**src/logic/rsl_pkg.sv**
```systemverilog
/*
 * rsl_pkg: constants and carrier types for the reset source logic.
 * Assumes a single 250 MHz system clock and an APB register port.
 */
package rsl_pkg;

	// ----------------------------------------------------------------
	// clock and timing
	// ----------------------------------------------------------------
	localparam int unsigned CLK_PERIOD_PS    = 4000;
	localparam int unsigned MCD_TIMEOUT_US   = 100;
	// longest time rounds down
	localparam int unsigned MCD_TIMEOUT_CYC  = (MCD_TIMEOUT_US * 1000000) / CLK_PERIOD_PS;
	localparam int unsigned WDT_DIV          = 12;
	localparam int unsigned WDT_LIMIT_DFLT   = 16'hFFFF;

	// ----------------------------------------------------------------
	// register map (byte addresses)
	// ----------------------------------------------------------------
	localparam logic [7:0] ADDR_RESET_CAUSE  = 8'h00;
	localparam logic [7:0] ADDR_WDT_CTRL     = 8'h04;
	localparam logic [7:0] ADDR_WDT_KICK     = 8'h08;
	localparam logic [7:0] ADDR_WDT_LIMIT    = 8'h0C;
	localparam logic [7:0] ADDR_FLASH_CFG    = 8'h10;

	// ----------------------------------------------------------------
	// reset cause register fields
	// ----------------------------------------------------------------
	localparam int unsigned BIT_PIN          = 0;
	localparam int unsigned BIT_MCD          = 2;
	localparam int unsigned BIT_WDT          = 3;
	localparam int unsigned BIT_CMP          = 5;
	localparam int unsigned BIT_FERR         = 6;

	// flash config fields
	localparam int unsigned BIT_FWE          = 0;

	localparam logic [15:0] LOCK_ADDR_RST    = 16'h1DFF;

	typedef enum logic [2:0] {
		RSL_CAUSE_NONE,
		RSL_CAUSE_PIN,
		RSL_CAUSE_MCD,
		RSL_CAUSE_WDT,
		RSL_CAUSE_CMP,
		RSL_CAUSE_FERR
	} rsl_cause_t;

	typedef struct packed {
		logic        psel;
		logic        penable;
		logic        pwrite;
		logic [7:0]  paddr;
		logic [31:0] pwdata;
	} rsl_apb_req_t;

	typedef struct packed {
		logic        wr_valid;
		logic [15:0] wr_addr;
		logic        rd_valid;
		logic [15:0] rd_addr;
		logic        fetch_valid;
		logic [15:0] fetch_addr;
		logic        sec_block;
		logic        erase_valid;
	} rsl_flash_t;

endpackage

```
**src/logic/rsl_mcd.sv**
```systemverilog
/*
 * rsl_mcd: missing clock timeout, held high while the clock stays stuck. Counts cycles of a reference tick
 * domain-free: the watched clock is sampled as a level input.
 * Assumes clk_level is sampled on the fast reference clock clk.
 */
module rsl_mcd #(
	parameter int unsigned TIMEOUT_CYC = rsl_pkg::MCD_TIMEOUT_CYC
) (
	input  wire logic clk,
	input  wire logic nrst,
	input  wire logic enable,
	input  wire logic clk_level,
	output logic      timeout
);
	typedef struct packed {
		logic [23:0] cnt;
		logic        last;
		logic        fire;
	} rsl_mcd_st_t;

	rsl_mcd_st_t s_q, s_d;

	always_comb begin
		s_d      = s_q;
		s_d.last = clk_level;
		s_d.fire = 1'b0;
		// any edge of the watched clock restarts the timeout count
		if (!enable || clk_level != s_q.last) begin
			s_d.cnt = 24'h000000;
		end else if (s_q.cnt >= 24'(TIMEOUT_CYC)) begin
			s_d.fire = 1'b1; // RQ3
		end else begin
			s_d.cnt = s_q.cnt + 24'h000001;
		end
	end

	always_ff @(posedge clk or negedge nrst) begin
		if (!nrst) begin
			s_q <= '0;
		end else begin
			s_q <= s_d;
		end
	end

	assign timeout = s_q.fire;
endmodule // rsl_mcd

```
**src/logic/rsl_wdt.sv**
```systemverilog
/*
 * rsl_wdt: watchdog counter ticking at system clock / 12.
 * Assumes software kicks it through the register block.
 */
module rsl_wdt #(
	parameter int unsigned DIV = rsl_pkg::WDT_DIV
) (
	input  wire logic        clk,
	input  wire logic        nrst,
	input  wire logic        sys_rst,
	input  wire logic        enable,
	input  wire logic        kick,
	input  wire logic [15:0] limit,
	output logic             expire
);
	typedef struct packed {
		logic [3:0]  pre;
		logic [15:0] cnt;
		logic        fire;
	} rsl_wdt_st_t;

	rsl_wdt_st_t s_q, s_d;

	always_comb begin
		s_d      = s_q;
		s_d.fire = 1'b0;
		if (sys_rst || !enable || kick) begin
			s_d.pre = 4'h0;
			s_d.cnt = 16'h0000;
		end else if (s_q.pre == 4'(DIV - 1)) begin
			s_d.pre = 4'h0; // RQ10
			if (s_q.cnt >= limit) begin
				s_d.fire = 1'b1; // RQ11
				s_d.cnt  = 16'h0000;
			end else begin
				s_d.cnt = s_q.cnt + 16'h0001;
			end
		end else begin
			s_d.pre = s_q.pre + 4'h1;
		end
	end

	always_ff @(posedge clk or negedge nrst) begin
		if (!nrst) begin
			s_q <= '0;
		end else begin
			s_q <= s_d;
		end
	end

	assign expire = s_q.fire;
endmodule // rsl_wdt

```
**src/logic/rsl_top.sv**
```systemverilog
/*
 * rsl_top: reset source logic. Merges pin, missing clock, comparator,
 * watchdog and flash error causes into one system reset, records the
 * cause, and exposes an APB register port.
 * Assumes all inputs synchronous to clk; nrst is the external pin.
 */
// The implementer's own choices: the APB interface to the registers and the register addresses.
// Behaviour
// RQ1 - external active-low reset pin holds the device in reset
// RQ2 - leaving a pin reset sets pin flag bit 0
// RQ3 - system clock stuck over 100 us triggers a reset
// RQ4 - bit 2 reads 1 only after missing-clock reset
// RQ5 - writing bit 2 enables or disables the missing-clock detector
// RQ6 - writing 1 to bit 5 makes the comparator a reset source
// RQ7 - enabled comparator resets while noninverting input below inverting
// RQ8 - bit 5 reads 1 only after comparator reset
// RQ9 - software settles comparator before enabling it as reset source
// RQ10 - after any reset watchdog runs enabled on clock divided by 12
// RQ11 - watchdog expiry resets and sets watchdog flag
// RQ12 - internal resets never drive the external reset pin
// RQ13 - flash write above lock byte with write enable causes reset
// RQ14 - code read above lock byte causes reset
// RQ15 - branch above lock byte causes reset
// RQ16 - flash access blocked by security causes reset
// RQ17 - flash write or erase without high supply monitor causes reset
// RQ18 - flash error reset sets flag bit 6
// RQ19 - all causes merge into one reset, released when all gone
// RQ20 - only the latest reset cause flag reads 1
module rsl_top #(
	parameter int unsigned MCD_CYC = rsl_pkg::MCD_TIMEOUT_CYC
) (
	input  wire logic               clk,
	input  wire logic               nrst,
	input  wire logic               psel,
	input  wire logic               penable,
	input  wire logic               pwrite,
	input  wire logic [7:0]         paddr,
	input  wire logic [31:0]        pwdata,
	output logic      [31:0]        prdata,
	output logic                    pready,
	output logic                    pslverr,
	input  wire logic               system_clock_level,
	input  wire logic               comparator_out,
	input  wire logic               supply_monitor_on,
	input  wire logic               supply_monitor_high,
	input  wire rsl_pkg::rsl_flash_t flash,
	output logic                    sys_rst
);
	// ----------------------------------------------------------------
	// state
	// ----------------------------------------------------------------
	typedef struct packed {
		logic        pin_seen;
		logic        pin_reset_flag;
		logic        missing_clock_flag;
		logic        watchdog_reset_flag;
		logic        comparator_reset_flag;
		logic        flash_error_flag;
		logic        mcd_en;
		logic        cmp_en;
		logic        wdt_en;
		logic        wdt_kick;
		logic [15:0] wdt_limit;
		logic        flash_write_enable;
		logic [15:0] lock_addr;
		logic        rst_hold;
		logic        sys_rst;
		logic        mcd_latch;
		logic [31:0] prdata;
		logic        pready;
		logic        pslverr;
	} rsl_top_st_t;

	rsl_top_st_t s_q, s_d;

	logic mcd_timeout;
	logic wdt_expire;
	logic flash_err;
	logic cmp_rst;
	logic any_cause;
	logic wr_acc;
	logic rd_acc;

	// ----------------------------------------------------------------
	// cause detectors
	// ----------------------------------------------------------------
	rsl_mcd #(
		.TIMEOUT_CYC (MCD_CYC)
	) u_mcd (
		.clk       (clk),
		.nrst      (nrst),
		.enable    (s_q.mcd_en),
		.clk_level (system_clock_level),
		.timeout   (mcd_timeout)
	);

	rsl_wdt #(
		.DIV (rsl_pkg::WDT_DIV)
	) u_wdt (
		.clk     (clk),
		.nrst    (nrst),
		.sys_rst (s_q.sys_rst),
		.enable  (s_q.wdt_en),
		.kick    (s_q.wdt_kick),
		.limit   (s_q.wdt_limit),
		.expire  (wdt_expire)
	);

	// comparator output high means noninverting input above inverting
	assign cmp_rst = s_q.cmp_en && !comparator_out; // RQ7

	assign flash_err =
		(flash.wr_valid && s_q.flash_write_enable &&
			flash.wr_addr > s_q.lock_addr) ||                   // RQ13
		(flash.rd_valid && flash.rd_addr > s_q.lock_addr) ||     // RQ14
		(flash.fetch_valid && flash.fetch_addr > s_q.lock_addr) || // RQ15
		flash.sec_block ||                                     // RQ16
		((flash.wr_valid && s_q.flash_write_enable || flash.erase_valid) &&
			!(supply_monitor_on && supply_monitor_high));      // RQ17

	assign any_cause = mcd_timeout || wdt_expire || cmp_rst || flash_err;
	assign wr_acc    = psel && penable && pwrite;
	assign rd_acc    = psel && !penable && !pwrite;

	// ----------------------------------------------------------------
	// next state
	// ----------------------------------------------------------------
	always_comb begin
		s_d          = s_q;
		s_d.wdt_kick = 1'b0;
		s_d.pready   = 1'b0;
		s_d.pslverr  = 1'b0;
		// sticky one-shot causes are held one cycle so the reset has width
		s_d.rst_hold = any_cause; // RQ19
		s_d.sys_rst  = any_cause || s_q.rst_hold; // RQ19
		// first cycle after the pin is released records a pin reset
		if (!s_q.pin_seen) begin
			s_d.pin_seen       = 1'b1;
			s_d.pin_reset_flag = 1'b1; // RQ2
		end
		if (any_cause && !s_q.sys_rst) begin
			// RQ20: flags rewritten at the moment a reset is taken
			s_d.pin_reset_flag        = 1'b0;
			s_d.missing_clock_flag    = mcd_timeout; // RQ4
			s_d.watchdog_reset_flag   = wdt_expire && !mcd_timeout; // RQ11
			s_d.comparator_reset_flag = cmp_rst && !mcd_timeout && !wdt_expire; // RQ8
			s_d.flash_error_flag      = flash_err && !mcd_timeout && !wdt_expire
				&& !cmp_rst; // RQ18
			s_d.wdt_en    = 1'b1; // RQ10
			s_d.wdt_limit = 16'(rsl_pkg::WDT_LIMIT_DFLT);
		end
		// apb: answer in the access phase, one cycle after setup
		if (psel && !penable) begin
			s_d.pready = 1'b1;
			s_d.prdata = 32'h00000000;
			unique case (paddr)
				rsl_pkg::ADDR_RESET_CAUSE: begin
					s_d.prdata[rsl_pkg::BIT_PIN]  = s_q.pin_reset_flag;
					s_d.prdata[rsl_pkg::BIT_MCD]  = s_q.missing_clock_flag;
					s_d.prdata[rsl_pkg::BIT_WDT]  = s_q.watchdog_reset_flag;
					s_d.prdata[rsl_pkg::BIT_CMP]  = s_q.comparator_reset_flag;
					s_d.prdata[rsl_pkg::BIT_FERR] = s_q.flash_error_flag;
				end
				rsl_pkg::ADDR_WDT_CTRL:  s_d.prdata[0] = s_q.wdt_en;
				rsl_pkg::ADDR_WDT_KICK:  s_d.prdata = 32'h00000000;
				rsl_pkg::ADDR_WDT_LIMIT: s_d.prdata[15:0] = s_q.wdt_limit;
				rsl_pkg::ADDR_FLASH_CFG: begin
					s_d.prdata[rsl_pkg::BIT_FWE] = s_q.flash_write_enable;
					s_d.prdata[31:16]            = s_q.lock_addr;
				end
				default: s_d.pslverr = 1'b1;
			endcase
		end
		if (wr_acc && s_q.pready) begin
			unique case (paddr)
				rsl_pkg::ADDR_RESET_CAUSE: begin
					s_d.mcd_en = pwdata[rsl_pkg::BIT_MCD]; // RQ5
					s_d.cmp_en = pwdata[rsl_pkg::BIT_CMP]; // RQ6
				end
				rsl_pkg::ADDR_WDT_CTRL:  s_d.wdt_en = pwdata[0];
				rsl_pkg::ADDR_WDT_KICK:  s_d.wdt_kick = 1'b1;
				rsl_pkg::ADDR_WDT_LIMIT: s_d.wdt_limit = pwdata[15:0];
				rsl_pkg::ADDR_FLASH_CFG: begin
					s_d.flash_write_enable = pwdata[rsl_pkg::BIT_FWE];
					s_d.lock_addr          = pwdata[31:16];
				end
				default: ;
			endcase
		end
		// internal resets clear the comparator and flash write enables, force the watchdog on and keep the missing-clock enable
		if (s_q.sys_rst) begin
			s_d.cmp_en             = 1'b0;
			s_d.flash_write_enable = 1'b0;
			s_d.wdt_en             = 1'b1; // RQ10
		end
		if (rd_acc) begin
			s_d.pready = 1'b1;
		end
	end

	// ----------------------------------------------------------------
	// registers; pin reset forces everything (RQ1), and nothing here
	// drives the pin back (RQ12)
	// ----------------------------------------------------------------
	always_ff @(posedge clk or negedge nrst) begin
		if (!nrst) begin
			s_q           <= '0; // RQ1
			s_q.sys_rst   <= 1'b1; // RQ1
			s_q.wdt_en    <= 1'b1; // RQ10
			s_q.wdt_limit <= 16'(rsl_pkg::WDT_LIMIT_DFLT);
			s_q.lock_addr <= rsl_pkg::LOCK_ADDR_RST;
		end else begin
			s_q <= s_d;
		end
	end

	assign prdata  = s_q.prdata;
	assign pready  = s_q.pready;
	assign pslverr = s_q.pslverr;
	assign sys_rst = s_q.sys_rst; // RQ12
endmodule // rsl_top

```
**config.mk**
```make
export PLATFORM = sky130hd
export DESIGN_NAME = rsl_top
export DESIGN_NICKNAME = d
export VERILOG_FILES = /design/src/logic/rsl_pkg.sv /design/src/logic/rsl_mcd.sv /design/src/logic/rsl_wdt.sv /design/src/logic/rsl_top.sv
export SDC_FILE = /design/constraint.sdc
export NUM_CORES = 1
export LEC_CHECK = 0
export BUFFER_PORTS_ARGS = -buffer_cell sky130_fd_sc_hd__clkbuf_2
export CELL_PAD_IN_SITES_DETAIL_PLACEMENT = 1
export CELL_PAD_IN_SITES_GLOBAL_PLACEMENT = 1
export CORE_MARGIN = 1
export CORE_UTILIZATION = 40
export CTS_BUF_LIST = sky130_fd_sc_hd__clkbuf_8
export CTS_CLUSTER_DIAMETER = 120
export CTS_CLUSTER_SIZE = 10
export DETAILED_ROUTE_END_ITERATION = 16
export HOLD_SLACK_MARGIN = 0.1
export MAX_ROUTING_LAYER = met4
export PLACE_DENSITY_LB_ADDON = 0.08
export SETUP_SLACK_MARGIN = 0.02
export SLEW_MARGIN = 10
export SYNTH_ARGS = -nofsm -noshare
export SYNTH_HDL_FRONTEND = slang
export SYNTH_HIERARCHICAL = 1
export SYNTH_SLANG_ARGS = --single-unit
```
**constraint.sdc**
```tcl
create_clock -name clk -period 7.6 [get_ports clk]
set_clock_uncertainty 0.2 [all_clocks]
set_input_delay 0.76 -clock clk [delete_from_list [all_inputs] [get_ports clk]]
set_output_delay 0.76 -clock clk [all_outputs]
set_load 0.02 [all_outputs]
```
Word level (Yosys, flattened, before mapping). Cells that the tools add are included.

Equal/unequal tests: 8. Mux-type cells: 32. Order comparisons: 5. Reductions and logical operators: 51. $add $sub $neg: 3.

Operators with widths (number): 16-bit two-way mux (4); 16-bit > comparator (3); 24-bit two-way mux (2); 36-bit two-way mux (1); 17-bit two-way mux (2); 24-bit by 1-bit adder with 24-bit output (second input constant) (1); 24-bit by 15-bit greater-or-equal comparator with 1-bit output (second input constant) (1); 20-bit two-way mux (1); 1-bit logical AND (19); 16-bit by 1-bit adder with 16-bit output (second input constant) (1); 8-bit by 4-bit == test with 1-bit output (second input constant) (2); 16-bit greater-or-equal comparator (1); 1-bit two-way mux (14); 1-bit logical OR (12); 1-bit logical NOT (10); 9-bit two-way mux (1); 8-bit by 3-bit == test with 1-bit output (second input constant) (1); 8-bit by 5-bit == test with 1-bit output (second input constant) (1); 8-bit logical NOT (1); 2-bit one-hot mux with 2 select lines (2); 2-bit AND reduction (4); 2-bit nonzero test (4); 5-bit two-way mux (1); 5-bit OR reduction (1); other kinds (7) (9).

Input bits: 102. Output and inout port bits: 35. Register bits after elaboration: 126.

Longest topological paths before layout.
Word-level depth: 12. Gate-level depth with buffers: 9.

Cells and area by module. Netlist, hierarchy kept.

Modules (own cells, without submodules): rsl_top (seq. area each 2014.4 um^2, cells an instance 532, area an instance 5119.9 um^2, instances 1); rsl_wdt (seq. area each 525.5 um^2, cells an instance 170, area an instance 1497.7 um^2, instances 1); rsl_mcd (seq. area each 650.6 um^2, cells an instance 123, area an instance 1286.2 um^2, instances 1).

Least setup slack after synthesis. No wires, ideal clock.

Kind: in2reg. From: input flash[33] (netlist name). To: register, netlist name s_q[75]. Data required time: 7.274 ns. Buffers on the path: 1. Stages on the path: 8. Setup slack: 4.862 ns. Arrival time: 2.412 ns. Cell sequence: ha_1 -> nand4_1 -> nor4_1 -> a21boi_1 -> o311a_1 -> buf_4 -> nor2_1 -> a221o_1.

RTL lines: from (decl) (line rsl_top.sv:46) `input wire rsl_pkg::rsl_flash_t flash,`.

==> flow_metrics.tcl <==
set metrics [dict create \
    cts-root-buf "clkbuf_8" \
    post_cts_buffers 0 \
    antenna_found_initial 0 \
    drtIter0Drc 369 \
    clock-sinks 126 \
    grt_max_degree 72 \
    initial_core_util_pct 40.7 \
    hpwlAfterDp_um 16600 \
    muxShareOfSynthArea_pct 4.05 \
    yosys.area_share.simple_pct 21.2 \
    fin_crit_ns 3.64 \
    cts_buffers 17 \
    rsz0062_at_grt "no" \
    yosys_warnings 6 \
    gp_congestion 0.871 \
    drc 0 \
    synth-seq-cells 126 \
    crit_fanout 21 \
    synth.distinct_cells 78 \
    end_kind "flop" \
    totalWireLength_um 22400 \
    crit_required_ns 7.73 \
    pre_cts_slack_ns 3.67 \
    post_route_cells_drive_above_1_share_pct 28.2 \
    clock_path_buffers 2 \
    drtPass1Iterations 4 \
    routedWlPerCell_um 18.8 \
    synth_top_family_by_area "simple AND/OR/NAND/NOR gates" \
    async_flop_share_pct 100 \
    critPathKind "reg -> reg" \
    crit_family "compound AO/OA/AOI/OAI gates" \
    synth_edf_count 0 \
    cp_slowest_stage_delay_ns 0.99 \
    outcome "completed" \
    slowest_stage "o311a_1" \
    synth_area_leaders "dfrtp_1 (30%), ha_1 (11%), dfstp_2 (10%)" \
    worst_pin_slew_ns 1.21 \
    num_rows 51 \
    fin_total_pwr_uw 1700 \
    vias 6508 \
    yosysTopAreaCell "dfrtp_1" \
    portBuffers 136 \
    clk_latency_ns 0.45 \
    p_per_area_nw_per_um2 190 \
    ios 137 \
    final_nets 1085 \
    final.setup.worst_slack_ns 3.96 \
    core_area_um2 19400 \
    ir_worst_vdd_mv 0.110 \
    die_h_um 143 \
    syn_area_per_cell_um2 9.58 \
    cts.clk_slew.worst_paths_ns 0.08 \
    num_antenna_cells 0 \
    crit_arrival_ns 3.78 \
    dieArea_um2 20300 \
    overflow 0 \
    path_cells "inv_1, ha_1, nand4_1, nor4_1, a21boi_1, o311a_1, nor2_1, a31o_2" \
    p_leak_uw 0.00441 \
    cts_htree_levels 4 \
    synthesis.nets 995 \
    fmax_mhz 275 \
    track_usage_pct 24.0 \
    postSynthCellCount 825 \
    setup_viol 0 \
    die_x_um 143 \
    critPathLaunchType "flop" \
    holdWs_ns 0.182 \
    grt_pass1_wl_um 36500 \
    cts_hold_buf 0 \
    crit_buf_inv 1 \
    slew_headroom_pct 19.4 \
    hold_viol 0 \
    ant_nets 0 \
    synth-xor-area-share_pct 1.33 \
    maxSlewViolCount 0 \
    finalSetupTns_ns 0 \
    synth_compound_area_share_pct 14.3 \
    synth_area_um2 7900 \
    syn_to_final_growth_pct 13.2 \
    grt_pass1_vias 6932 \
    ys_seq_area_share_pct 40.4 \
    max-cap-violations 0 \
    cts_resized 0 \
    hold_class "in -> async" \
    synth_top_flop_cell "dfrtp_1" \
    synthAdderAreaFrac_pct 10.8 \
    synth_top_area_share_pct 30.4 \
    finalCritPeriodShare_pct 47.9 \
    cts_tree "yes" \
    vias_per_cell 5.46 \
]
flip-flops by register name (all words and copies together), names as in the netlist:
signal / flops
s_q: 44
prdata: 32
u_mcd/s_q: 25
u_wdt/s_q: 20
pready: 1
pslverr: 1
sys_rst: 1
u_mcd/timeout: 1
u_wdt/expire: 1
layout make-up:
class,instances,area (um2)
timing repair buffer,141,721
clock buffer,19,262
clock inverter,13,165
multi-input combinational,580,4090
inverter,49,184
tap,265,332
sequential,126,3190
fill,2304,10500
routing by layer:
metal	part of all wire [%]	track usage, %
met1	46	30.3
met2	50	40.1
met3	3.0	3.50
met4	0.97	6.68
met5	0	-
cell usage in the layout (no fill, tap or decap), drive strengths merged, types with 5 or more instances in the layout:
cell type	n
nand4	22
buf	6
xnor2	11
nor4	8
clkbuf	154
nor2	52
a221oi	7
a31o	8
mux2i	5
o31ai	15
a31oi	16
o211ai	5
nand3	28
nor3	32
nor2b	5
dfstp	30
dfrtp	96
nand3b	24
a21oi	47
a211oi	5
mux2	19
nand2	98
and2	5
o21ai	43
and3	17
ha	68
inv	50
clkinv	6
kinds of logic after synthesis:
| kind of cell | count (synthesis) |
|---|---|
| buffers and inverters | 119 |
| other | 1 |
| AND/OR/NAND/NOR | 304 |
| multiplexers | 24 |
| adder cells (fa/ha/maj) | 68 |
| AO/OA/AOI/OAI | 171 |
| XOR/XNOR | 12 |
| flip-flops | 126 |
where the power goes:
part,switching (uW),internal (uW),total [uW],leakage (uW)
clock network,292,343,635,0.000210
logic,148,137,285,0.00260
registers,46.7,730,777,0.00161
per-stage QoR:
step / util (%) / cells / instance area, um2
2_1_floorplan: - / 825 / 7900
3_3_place_gp: 43.9 / 1161 / 8520
3_5_place_dp: 43.9 / 1161 / 8520
4_1_cts: 46.1 / 1193 / 8940
5_1_grt: 46.1 / 1193 / 8940
6_report: 46.1 / 1193 / 8940
cells in the mapped netlist (5+ instances only):
library cell,count
nor3_2,17
o21ai_0,18
buf_4,33
xnor2_1,11
buf_2,11
nand4_1,21
and3_1,16
dfrtp_1,96
nor2_1,51
buf_6,5
a221oi_1,7
nor2b_1,5
nand3_1,26
o21ai_1,25
dfstp_2,30
nand2_1,97
o211ai_1,5
nand3b_1,24
o31ai_1,15
clkbuf_1,17
mux2i_1,5
inv_1,48
mux2_4,15
nor3_1,14
ha_1,68
a31oi_1,16
nor4_1,5
a21oi_1,45
a31o_2,7
final timing paths:
path,endpoint,cells after the start,slack (ns),from
max in group asynchronous,prdata[2],2,5.59,nrst
worst min-delay path,prdata[15],1,0.18,nrst
min in group clk,u_mcd/s_q[1],1,0.24,system_clock_level
worst min register to register,prdata[13],2,0.27,prdata[13]
worst max register to register,s_q[76],8,3.96,s_q[48]
worst max-delay path,s_q[76],8,3.96,s_q[48]
No activity file was read; power rests on OpenSTA's default activity.
